--- config.mk ---
export PLATFORM = sky130hd
export DESIGN_NAME = codec_sap_host
export DESIGN_NICKNAME = d
export VERILOG_FILES = /design/src/core/codec_sap_host_pkg.sv /design/src/core/codec_sap_host.sv
export SDC_FILE = /design/constraint.sdc
export NUM_CORES = 2
export LEC_CHECK = 0
export BUFFER_PORTS_ARGS = -buffer_cell sky130_fd_sc_hd__buf_4
export CORE_MARGIN = 3
export CORE_UTILIZATION = 63
export CTS_CLUSTER_SIZE = 10
export DETAILED_ROUTE_END_ITERATION = 7
export HOLD_SLACK_MARGIN = 0.1
export PLACE_DENSITY = 0.8
export SLEW_MARGIN = 20
export SYNTH_ARGS = -nofsm -noshare
export SYNTH_HDL_FRONTEND = slang
export SYNTH_SLANG_ARGS = --single-unit
--- constraint.sdc ---
create_clock -name clk -period 7.8 [get_ports clk]
set_input_delay 1.56 -clock clk [delete_from_list [all_inputs] [get_ports clk]]
set_output_delay 1.56 -clock clk [all_outputs]
set_load 0.02 [all_outputs]
--- src/core/codec_sap_host_pkg.sv ---
// Constants and register maps for the serial audio host
package codec_sap_host_pkg;

    // Avalon-MM slave geometry
    localparam int AV_ADDR_W = 8;
    localparam int AV_DATA_W = 32;

    // Own register byte offsets
    localparam logic [7:0] CTRL_OFS   = 8'h00;
    localparam logic [7:0] STATUS_OFS = 8'h04;
    localparam logic [7:0] TX_BASE    = 8'h20;
    localparam logic [7:0] RX0_BASE   = 8'h40;
    localparam logic [7:0] RX1_BASE   = 8'h60;

    // Control register field positions
    localparam int CTRL_EN_BIT       = 0;
    localparam int CTRL_MASTER_BIT   = 1;
    localparam int CTRL_POL_BIT      = 2;
    localparam int CTRL_TYPE_BIT     = 3;
    localparam int CTRL_EDGE_BIT     = 4;
    localparam int CTRL_MSB_LSB      = 5;
    localparam int CTRL_SLOTS_LSB    = 7;
    localparam int CTRL_SLOTBITS_LSB = 10;
    localparam int CTRL_DIV_LSB      = 16;

    // Status register field positions
    localparam int STAT_FRAMES_LSB = 0;
    localparam int STAT_SYNC_BIT   = 16;

    // Reset values of the control fields
    localparam logic [5:0] SLOTBITS_RST = 6'h20;
    localparam logic [7:0] DIV_RST      = 8'h03;

    // Words are held in the low 24 bits
    localparam logic [5:0] WORD_MAX  = 6'h18;
    localparam logic [5:0] WORD_16   = 6'h10;
    localparam logic [4:0] WORD_MSB  = 5'h17;

    // MSB position encodings
    typedef enum logic [1:0] {
        MSB_DELAY1  = 2'b00,
        MSB_ALIGNED = 2'b01,
        MSB_RJ24    = 2'b10,
        MSB_RJ16    = 2'b11
    } msb_pos_t;

    // Frame layouts
    typedef enum logic [1:0] {
        SLOTS_2 = 2'b00,
        SLOTS_4 = 2'b01,
        SLOTS_8 = 2'b10
    } slot_mode_t;

    // Device control-port map, for software's own port
    localparam logic [15:0] DEV_CLOCK_ENABLE_CTRL     = 16'h0000;
    localparam logic [15:0] DEV_PLAYBACK_ROUTE_SEL    = 16'h0011;
    localparam logic [15:0] DEV_SERIAL_OUT_SLOT_MAP_A = 16'h0013;
    localparam logic [15:0] DEV_SERIAL_OUT_SLOT_MAP_B = 16'h0014;
    localparam logic [15:0] DEV_SERIAL_OUT_SLOT_MAP_C = 16'h0015;
    localparam logic [15:0] DEV_SERIAL_OUT_SLOT_MAP_D = 16'h0016;
    localparam logic [15:0] DEV_OUT_RATE_CONV_SRC_A   = 16'h0018;
    localparam logic [15:0] DEV_OUT_RATE_CONV_SRC_B   = 16'h0019;
    localparam logic [15:0] DEV_RATE_CONV_ENABLE      = 16'h001A;
    localparam logic [15:0] DEV_CAPTURE_CTRL_A        = 16'h001B;
    localparam logic [15:0] DEV_CAPTURE_CTRL_B        = 16'h001C;
    localparam logic [15:0] DEV_CAPTURE_CTRL_C        = 16'h001D;
    localparam logic [15:0] DEV_CAPTURE_CTRL_D        = 16'h001E;
    localparam logic [15:0] DEV_PLAYBACK_CTRL         = 16'h002E;
    localparam logic [15:0] DEV_OUTPUT_STAGE_MUTES    = 16'h0031;
    localparam logic [15:0] DEV_SERIAL_FORMAT_CTRL_A  = 16'h0032;
    localparam logic [15:0] DEV_SERIAL_FORMAT_CTRL_B  = 16'h0033;
    localparam logic [15:0] DEV_SERIAL_OUT_CH_ACTIVE  = 16'h0034;
    localparam logic [15:0] DEV_PIN1_FUNCTION_MODE    = 16'h0039;
    localparam logic [15:0] DEV_PIN6_FUNCTION_MODE    = 16'h003E;
    localparam logic [15:0] DEV_OUTPUT_STAGE_POWER    = 16'h0043;
    localparam logic [15:0] DEV_DECIMATOR_POWER       = 16'h0044;
    localparam logic [15:0] DEV_INTERPOLATOR_POWER    = 16'h0045;
    localparam logic [15:0] DEV_PAD_DRIVE_CTRL        = 16'h004C;

    // Bring-up values: pins to serial out, all decimators on
    localparam logic [7:0] DEV_PIN_SERIAL_OUT = 8'h00;
    localparam logic [7:0] DEV_DECIM_ALL_ON   = 8'hFF;

endpackage : codec_sap_host_pkg

--- src/core/codec_sap_host.sv ---
// Serial audio port host: clocks, playback and capture
//
// Design decision made here: the Avalon-MM slave port.
`timescale 1ns/1ps
// What the device asks of this block and its software
// - Sample words are two's complement, sent and taken MSB first.
// - In 2-channel frames the left word precedes the right word.
// - Frame clock and bit clock stay synchronous to each other.
// - Use high pad drive at low supply with fast serial clocks.
// - 2-channel settings: type 0, edge 0, polarity/MSB per format.
// - TDM settings: polarity 1, edge 0, MSB 00, type either.
// - PCM settings: polarity 1; short sync 1/00, long sync 0/01.
// - Clocks initialised and gate set before serial port setup.
// - Capture bring-up: pins 0x00, decimators 0xFF, then enables, unmute.
// - Playback bring-up: power, converters, route, enable, unmute.
module codec_sap_host (
    // Clock and reset
    input  wire logic                                    clk,
    input  wire logic                                    reset,
    // Avalon-MM slave
    input  wire logic [codec_sap_host_pkg::AV_ADDR_W-1:0] avsAddress,
    input  wire logic                                    avsRead,
    input  wire logic                                    avsWrite,
    input  wire logic [codec_sap_host_pkg::AV_DATA_W-1:0] avsWriteData,
    output logic      [codec_sap_host_pkg::AV_DATA_W-1:0] avsReadData,
    output logic                                         avsWaitRequest,
    // Bit clock pin, two-way
    input  wire logic                                    bitClockIn,
    output logic                                         bitClockOut,
    output logic                                         bitClockOeN,
    // Frame clock pin, two-way
    input  wire logic                                    frameClockIn,
    output logic                                         frameClockOut,
    output logic                                         frameClockOeN,
    // Serial data lines
    output logic                                         playbackInLine,
    input  wire logic                                    captureOutLine0,
    input  wire logic                                    captureOutLine1
);
    import codec_sap_host_pkg::*;

    // All state of the host
    typedef struct packed {
        logic              waitReq;
        logic [31:0]       readData;
        logic              enable;
        logic              master;
        logic              fsPol;
        logic              fsType;
        logic              edgeSel;
        msb_pos_t          msbSel;
        slot_mode_t        slotMode;
        logic [5:0]        slotBits;
        logic [7:0]        div;
        logic [7:0]        divCnt;
        logic              bclkOut;
        logic              lrOut;
        logic              clkOeN;
        logic              playOut;
        logic [1:0]        bclkSync;
        logic [1:0]        lrSync;
        logic [1:0]        cap0Sync;
        logic [1:0]        cap1Sync;
        logic              bclkPrev;
        logic              lrPrev;
        logic [2:0]        slot;
        logic [5:0]        bitIdx;
        logic [8:0]        posCnt;
        logic [15:0]       frames;
        logic              inSync;
        logic [7:0][23:0]  tx;
        logic [7:0][23:0]  rx0;
        logic [7:0][23:0]  rx1;
    } state_t;

    state_t s_reg;
    state_t s_next;

    // Next slot and bit position within the frame
    function automatic logic [8:0] advance(input logic [2:0] sl,
                                           input logic [5:0] b,
                                           input logic [2:0] last,
                                           input logic [5:0] sb);
        logic [8:0] r;
        if (b == sb - 6'd1) begin
            r = (sl == last) ? 9'h000 : {sl + 3'd1, 6'd0};
        end else begin
            r = {sl, b + 6'd1};
        end
        return r;
    endfunction : advance

    // Valid flag and MSB-first index of a bit
    function automatic logic [6:0] word_bit(input logic [5:0] b,
                                            input logic [5:0] start,
                                            input logic [5:0] len);
        logic [5:0] k;
        k = b - start;
        return {(b >= start) && (k < len), k};
    endfunction : word_bit

    // Decode and engine temporaries
    logic       mRise;
    logic       mFall;
    logic       sRise;
    logic       sFall;
    logic       sampleEv;
    logic       launchEv;
    logic       lrNow;
    logic       frameStart;
    logic [2:0] lastSlot;
    logic [8:0] frameLen;
    logic [8:0] nextPos;
    logic [5:0] wordLen;
    logic [5:0] wordStart;
    logic [8:0] pPos;
    logic [8:0] qPos;
    logic [6:0] pWord;
    logic [6:0] qWord;
    logic [2:0] region;
    logic [2:0] sel;
    logic [31:0] rdData;

    // Whole next-state computation
    always_comb begin
        s_next     = s_reg;
        mRise      = 1'b0;
        mFall      = 1'b0;
        pPos       = 9'h000;
        pWord      = 7'h00;
        qWord      = 7'h00;
        nextPos    = 9'h000;
        frameStart = 1'b0;
        region     = avsAddress[7:5];
        sel        = avsAddress[4:2];

        // Pins pass two flops before any logic
        s_next.bclkSync = {s_reg.bclkSync[0], bitClockIn};
        s_next.lrSync   = {s_reg.lrSync[0], frameClockIn};
        s_next.cap0Sync = {s_reg.cap0Sync[0], captureOutLine0};
        s_next.cap1Sync = {s_reg.cap1Sync[0], captureOutLine1};
        s_next.bclkPrev = s_reg.bclkSync[1];

        // Frame geometry from the slot layout
        case (s_reg.slotMode)
            SLOTS_4: begin
                lastSlot = 3'd3;
                frameLen = {1'b0, s_reg.slotBits, 2'b00};
            end
            SLOTS_8: begin
                lastSlot = 3'd7;
                frameLen = {s_reg.slotBits, 3'b000};
            end
            default: begin
                lastSlot = 3'd1;
                frameLen = {2'b00, s_reg.slotBits, 1'b0};
            end
        endcase

        // Right justified words end at slot end; others take up to 24 bits
        case (s_reg.msbSel)
            MSB_RJ24: begin
                wordLen   = WORD_MAX;
                wordStart = s_reg.slotBits - WORD_MAX;
            end
            MSB_RJ16: begin
                wordLen   = WORD_16;
                wordStart = s_reg.slotBits - WORD_16;
            end
            default: begin
                wordLen   = (s_reg.slotBits < WORD_MAX) ? s_reg.slotBits
                                                        : WORD_MAX;
                wordStart = 6'd0;
            end
        endcase

        // Master divider makes the bit clock
        if (s_reg.enable && s_reg.master) begin
            if (s_reg.divCnt == s_reg.div) begin
                s_next.divCnt  = 8'h00;
                s_next.bclkOut = ~s_reg.bclkOut;
                mRise          = ~s_reg.bclkOut;
                mFall          = s_reg.bclkOut;
            end else begin
                s_next.divCnt = s_reg.divCnt + 8'd1;
            end
        end else begin
            s_next.divCnt = 8'h00;
        end

        // Both directions follow the one clock pair
        sRise    = s_reg.bclkSync[1] & ~s_reg.bclkPrev;
        sFall    = ~s_reg.bclkSync[1] & s_reg.bclkPrev;
        s_next.clkOeN = ~s_reg.master;
        if (!s_reg.enable) begin
            sampleEv = 1'b0;
            launchEv = 1'b0;
        end else if (s_reg.master) begin
            sampleEv = s_reg.edgeSel ? mFall : mRise;
            launchEv = s_reg.edgeSel ? mRise : mFall;
        end else begin
            sampleEv = s_reg.edgeSel ? sFall : sRise;
            launchEv = s_reg.edgeSel ? sRise : sFall;
        end
        lrNow = s_reg.master ? s_reg.lrOut : s_reg.lrSync[1];

        // Sample edge: find frame start, take capture bits
        qPos = advance(s_reg.slot, s_reg.bitIdx, lastSlot, s_reg.slotBits);
        if (sampleEv) begin
            s_next.lrPrev = lrNow;
            frameStart    = (lrNow == s_reg.fsPol) &&
                            (s_reg.lrPrev != s_reg.fsPol);
            if (frameStart) begin
                // Delayed MSB: the sync bit is the previous frame's tail
                pPos = (s_reg.msbSel == MSB_DELAY1)
                     ? {lastSlot, s_reg.slotBits - 6'd1} : 9'h000;
                s_next.frames = s_reg.frames + 16'd1;
                s_next.inSync = 1'b1;
            end else begin
                pPos = qPos;
            end
            s_next.slot   = pPos[8:6];
            s_next.bitIdx = pPos[5:0];
            pWord = word_bit(pPos[5:0], wordStart, wordLen);
            // Bits past the word length are dropped
            if (pWord[6] && (s_reg.inSync || frameStart)) begin
                s_next.rx0[pPos[8:6]][WORD_MSB - pWord[4:0]] =
                    s_reg.cap0Sync[1];
                s_next.rx1[pPos[8:6]][WORD_MSB - pWord[4:0]] =
                    s_reg.cap1Sync[1];
            end
        end

        // Launch edge: playback bit and master frame clock
        if (launchEv) begin
            qWord = word_bit(qPos[5:0], wordStart, wordLen);
            // Slot 0 is left, so left always goes first
            s_next.playOut = qWord[6] ?
                s_reg.tx[qPos[8:6]][WORD_MSB - qWord[4:0]] : 1'b0;
            nextPos = (s_reg.posCnt == frameLen - 9'd1) ? 9'h000
                                                        : s_reg.posCnt + 9'd1;
            s_next.posCnt = nextPos;
            if (s_reg.master) begin
                // Square or one-bit pulse from one counter
                if (s_reg.fsType) begin
                    s_next.lrOut = (nextPos == 9'h000) ? s_reg.fsPol
                                                       : ~s_reg.fsPol;
                end else begin
                    s_next.lrOut = (nextPos < (frameLen >> 1)) ? s_reg.fsPol
                                                               : ~s_reg.fsPol;
                end
            end
        end

        // Register read mux; unmapped words read as zero
        case (region)
            3'd0: begin
                if (sel == CTRL_OFS[4:2]) begin
                    rdData = 32'h0000_0000;
                    rdData[CTRL_EN_BIT]     = s_reg.enable;
                    rdData[CTRL_MASTER_BIT] = s_reg.master;
                    rdData[CTRL_POL_BIT]    = s_reg.fsPol;
                    rdData[CTRL_TYPE_BIT]   = s_reg.fsType;
                    rdData[CTRL_EDGE_BIT]   = s_reg.edgeSel;
                    rdData[CTRL_MSB_LSB +: 2]      = s_reg.msbSel;
                    rdData[CTRL_SLOTS_LSB +: 2]    = s_reg.slotMode;
                    rdData[CTRL_SLOTBITS_LSB +: 6] = s_reg.slotBits;
                    rdData[CTRL_DIV_LSB +: 8]      = s_reg.div;
                end else if (sel == STATUS_OFS[4:2]) begin
                    rdData = 32'h0000_0000;
                    rdData[STAT_FRAMES_LSB +: 16] = s_reg.frames;
                    rdData[STAT_SYNC_BIT]         = s_reg.inSync;
                end else begin
                    rdData = 32'h0000_0000;
                end
            end
            3'd1:    rdData = {8'h00, s_reg.tx[sel]};
            3'd2:    rdData = {8'h00, s_reg.rx0[sel]};
            3'd3:    rdData = {8'h00, s_reg.rx1[sel]};
            default: rdData = 32'h0000_0000;
        endcase

        // Slave handshake: one wait cycle, then one answer cycle
        s_next.waitReq = 1'b1;
        if ((avsRead || avsWrite) && s_reg.waitReq) begin
            s_next.waitReq  = 1'b0;
            s_next.readData = avsRead ? rdData : 32'h0000_0000;
        end

        // Writes land on the edge that sees waitrequest low
        if (avsWrite && !s_reg.waitReq) begin
            if (region == 3'd0 && sel == CTRL_OFS[4:2]) begin
                s_next.enable   = avsWriteData[CTRL_EN_BIT];
                s_next.master   = avsWriteData[CTRL_MASTER_BIT];
                s_next.fsPol    = avsWriteData[CTRL_POL_BIT];
                s_next.fsType   = avsWriteData[CTRL_TYPE_BIT];
                s_next.edgeSel  = avsWriteData[CTRL_EDGE_BIT];
                s_next.msbSel   =
                    msb_pos_t'(avsWriteData[CTRL_MSB_LSB +: 2]);
                s_next.slotMode =
                    slot_mode_t'(avsWriteData[CTRL_SLOTS_LSB +: 2]);
                s_next.slotBits = avsWriteData[CTRL_SLOTBITS_LSB +: 6];
                s_next.div      = avsWriteData[CTRL_DIV_LSB +: 8];
                // Turning off drops frame lock so a restart resyncs
                if (!avsWriteData[CTRL_EN_BIT]) begin
                    s_next.inSync = 1'b0;
                end
            end else if (region == 3'd1) begin
                s_next.tx[sel] = avsWriteData[23:0];
            end
        end
    end

    // State register
    always_ff @(posedge clk) begin
        if (reset) begin
            s_reg          <= '0;
            s_reg.waitReq  <= 1'b1;
            s_reg.clkOeN   <= 1'b1;
            s_reg.slotBits <= SLOTBITS_RST;
            s_reg.div      <= DIV_RST;
        end else begin
            s_reg <= s_next;
        end
    end

    // Outputs straight from the state flops
    assign avsReadData    = s_reg.readData;
    assign avsWaitRequest = s_reg.waitReq;
    assign bitClockOut    = s_reg.bclkOut;
    assign bitClockOeN    = s_reg.clkOeN;
    assign frameClockOut  = s_reg.lrOut;
    assign frameClockOeN  = s_reg.clkOeN;
    assign playbackInLine = s_reg.playOut;

endmodule : codec_sap_host

==> impl_metrics.yaml <==
global_route:
  antenna_found_initial: 3
  track_usage_pct: 39.2
  grt_start_max_net_pins: 247
  grt_pass1_wl_um: 173000
  gr-total-overflow: 0
  first_global_vias: 30000
final_layout:
  fill_cells: 4384
  largest_reg_flops: 647
  final_cell_mix: "nand2_1, dfxtp_1, a21oi_1, a22oi_1, nor2_1"
  drive_above_1_share_pct: 7.22
  fin_nets: 4315
  postLayoutCoreUtil_pct: 69.1
  syn_to_final_growth_pct: 7.57
  final_common_cell: "nand2_1"
routing:
  dr.pass1.iters: 7
  drt.antenna.violating_nets: 0
  dr_total_vias: 33100
  post_drt_wl_per_cell_um: 23.2
  vias_per_cell: 6.74
  drt_iter0_drc: 5201
  routed_wl_um: 114000
  route.detailed.drc: 0
status:
  status: "complete, no violations"
yosys:
  synth_cells: 4417
  synthFlopType: "dfxtp_1"
  syn_area_sq_um: 33200
  synth_compound_area_share_pct: 23.2
  ys_ff_latch: 681
  synth_cell_type_count: 83
  async_flop_share_pct: 0
  synth-edff-count: 0
  synth_top_family_by_area: "simple AND/OR/NAND/NOR gates"
  avgSynthCellArea_sq_um: 7.52
  yosysSeqAreaShare_pct: 41.1
  yosys.area_share.simple_pct: 23.5
  yosysWarnings: 0
  synth-adder-area-share_pct: 1.70
  synth_mux_area_share_pct: 2.35
  synth_xor_area_share_pct: 2.26
place:
  dpl.hpwl_um: 69100
  port_buffers: 67
  place.gp.congestion: 0.985
  place_ws_ps: 1290
timing:
  max_freq_mhz: 148
  final.setup.tns_ps: 0
  fin_ws_ps: 1050
  hold_viol: 0
  slew-limit-headroom_pct: 10.2
  rsz0062_at_grt: "no"
  maxSlewViolCount: 0
  tightest_slew_ps: 1350
  period_needed_ps: 6750
  fin_crit_sh_pct: 86.6
  hold_ws_ps: 441
  skew_ps: 25.8
  finalSetupViolCount: 0
clocking:
  cts_setup_buffers: 0
  cts.clk_slew.worst_paths_ps: 60
  post_cts_resized: 0
  root_buffer: "clkbuf_16"
  cts_buffers: 78
  clkSinkCount: 681
  clockBufferDepth: 3
  cts_tree: "yes"
  hold_buffers: 0
  cts_max_level: 3
  clock_latency_ps: 650
floorplanning:
  core_area_sq_um: 51700
  ioPinCount: 86
  die_width_um: 236
  fp.dieH_um: 236
  dieArea_sq_um: 55500
  placementRows: 83
  start_util_pct: 64.2
critical_path:
  crit_fanout: 40
  arrival_ps: 7300
  reg2reg_to: "s_reg[359]"
  r2r_start: "s_reg[643]"
  startpoint_type: "register"
  cp.required_ps: 8350
  criticalPathCategory: "register to register"
  ff2ff_path_depth: 21
  end_kind: "register"
  rrSetupSlack_ps: 1050
hold_path:
  hp-class: "register to register"
  hold_depth: 1
  holdPathEnd: "s_reg[616]"
  holdCritStartpoint: "s_next[616]"
power:
  power_density_nw_per_um2: 195
  leakagePower_nw: 11.3
  ir_worst_vdd_mv: 0.175
flow_run:
  cap_violations: 0
==> stage by stage <==
step | power, mW | std cells | area [sq um]
floorplan | 3.70 | 4425 | 33200
global placement | 3.79 | 4822 | 33600
detailed placement | 3.79 | 4823 | 33600
CTS | 6.94 | 4917 | 35700
global route | 7.09 | 4917 | 35700
finish | 6.95 | 4919 | 35700
==> report_power, final <==
part	leakage [nW]	switching [mW]	internal [mW]	total, mW
Sequential	5.49	0.00840	3.48	3.49
Combinational	4.76	0.198	0.0388	0.236
Clock	1.02	1.40	1.83	3.22
==> Yosys cell counts (all sizes together) (6+ instances only) <==
cell type,count,area (sq um)
a222oi,15,150
a21oi,627,3140
and4,6,52.6
o21ai,206,1040
nor4,14,118
nand2b,13,81.3
clkbuf,325,1220
o22ai,37,231
nor2,302,1160
dfxtp,681,13600
nand4,91,569
xnor2,38,340
inv,30,113
nor3,48,393
a21o,8,60.1
nand3b,9,67.6
and3,10,62.6
o211ai,10,75.1
o31ai,7,62.6
a22oi,321,2410
xor2,46,410
mux2i,70,701
nor2b,19,119
and2,12,75.1
nand3,233,1170
buf,103,616
a31oi,12,75.1
ha,42,526
o41ai,7,61.3
nand2,1000,3750
==> how the worst max path moves through the flow <==
stage	start	to	slack, ps	cells after the start
2_1_floorplan	s_reg[641]	s_reg[7]	2000	28
3_3_place_gp	s_reg[643]	s_reg[339]	1350	21
3_5_place_dp	s_reg[643]	s_reg[359]	1290	21
4_1_cts	s_reg[643]	s_reg[207]	1230	20
5_1_grt	s_reg[643]	s_reg[343]	690	21
6_report	s_reg[643]	s_reg[359]	1050	21
==> final cells by class <==
type                       count  area, sq um  share of cell area, %
inverter                      31          116                  0.326
multi-input combinational   3285        17800                   49.8
timing repair buffer         146         1230                   3.44
tap                          680          851                   2.38
clock inverter                 3         45.0                  0.126
antenna                        2         5.00                 0.0140
sequential                   681        13600                   38.2
clock buffer                  91         2040                   5.72
==> per-layer routing <==
| layer | GRT usage, % | up-vias | share of wire [%] |
|---|---|---|---|
| met5 | 0 | - | 0.0096 |
| met4 | 25.3 | 2 | 7.5 |
| met3 | 10.7 | 585 | 13 |
| met2 | 58.5 | 2205 | 43 |
| met1 | 50.1 | 15300 | 37 |
| li1 | - | 15000 | - |
==> logic make-up after synthesis <==
group / Yosys count
AO/OA/AOI/OAI: 1291
XOR/XNOR: 84
adder cells (fa/ha/maj): 44
buffers and inverters: 459
flip-flops: 681
multiplexers: 75
other: 2
AND/OR/NAND/NOR: 1781
==> critical path, cell delays in order, from the launching register on <==
cell and delay [ps]:
dfxtp_1 860, xor2_1 280, xnor2_1 120, and4_1 260, nand2_1 180, and2_1 180
inv_1 80, o21ai_0 380, inv_1 100, fa_1 750, clkinv_1 380, ha_1 380
a21o_1 150, a21o_1 160, a21o_1 170, a21o_1 230, a2111oi_4 560, nand3_4 570
buf_4 420, nor2_1 170, nand2_1 80, a21oi_1 160
Note: power is estimated with default switching activity, not from simulation.
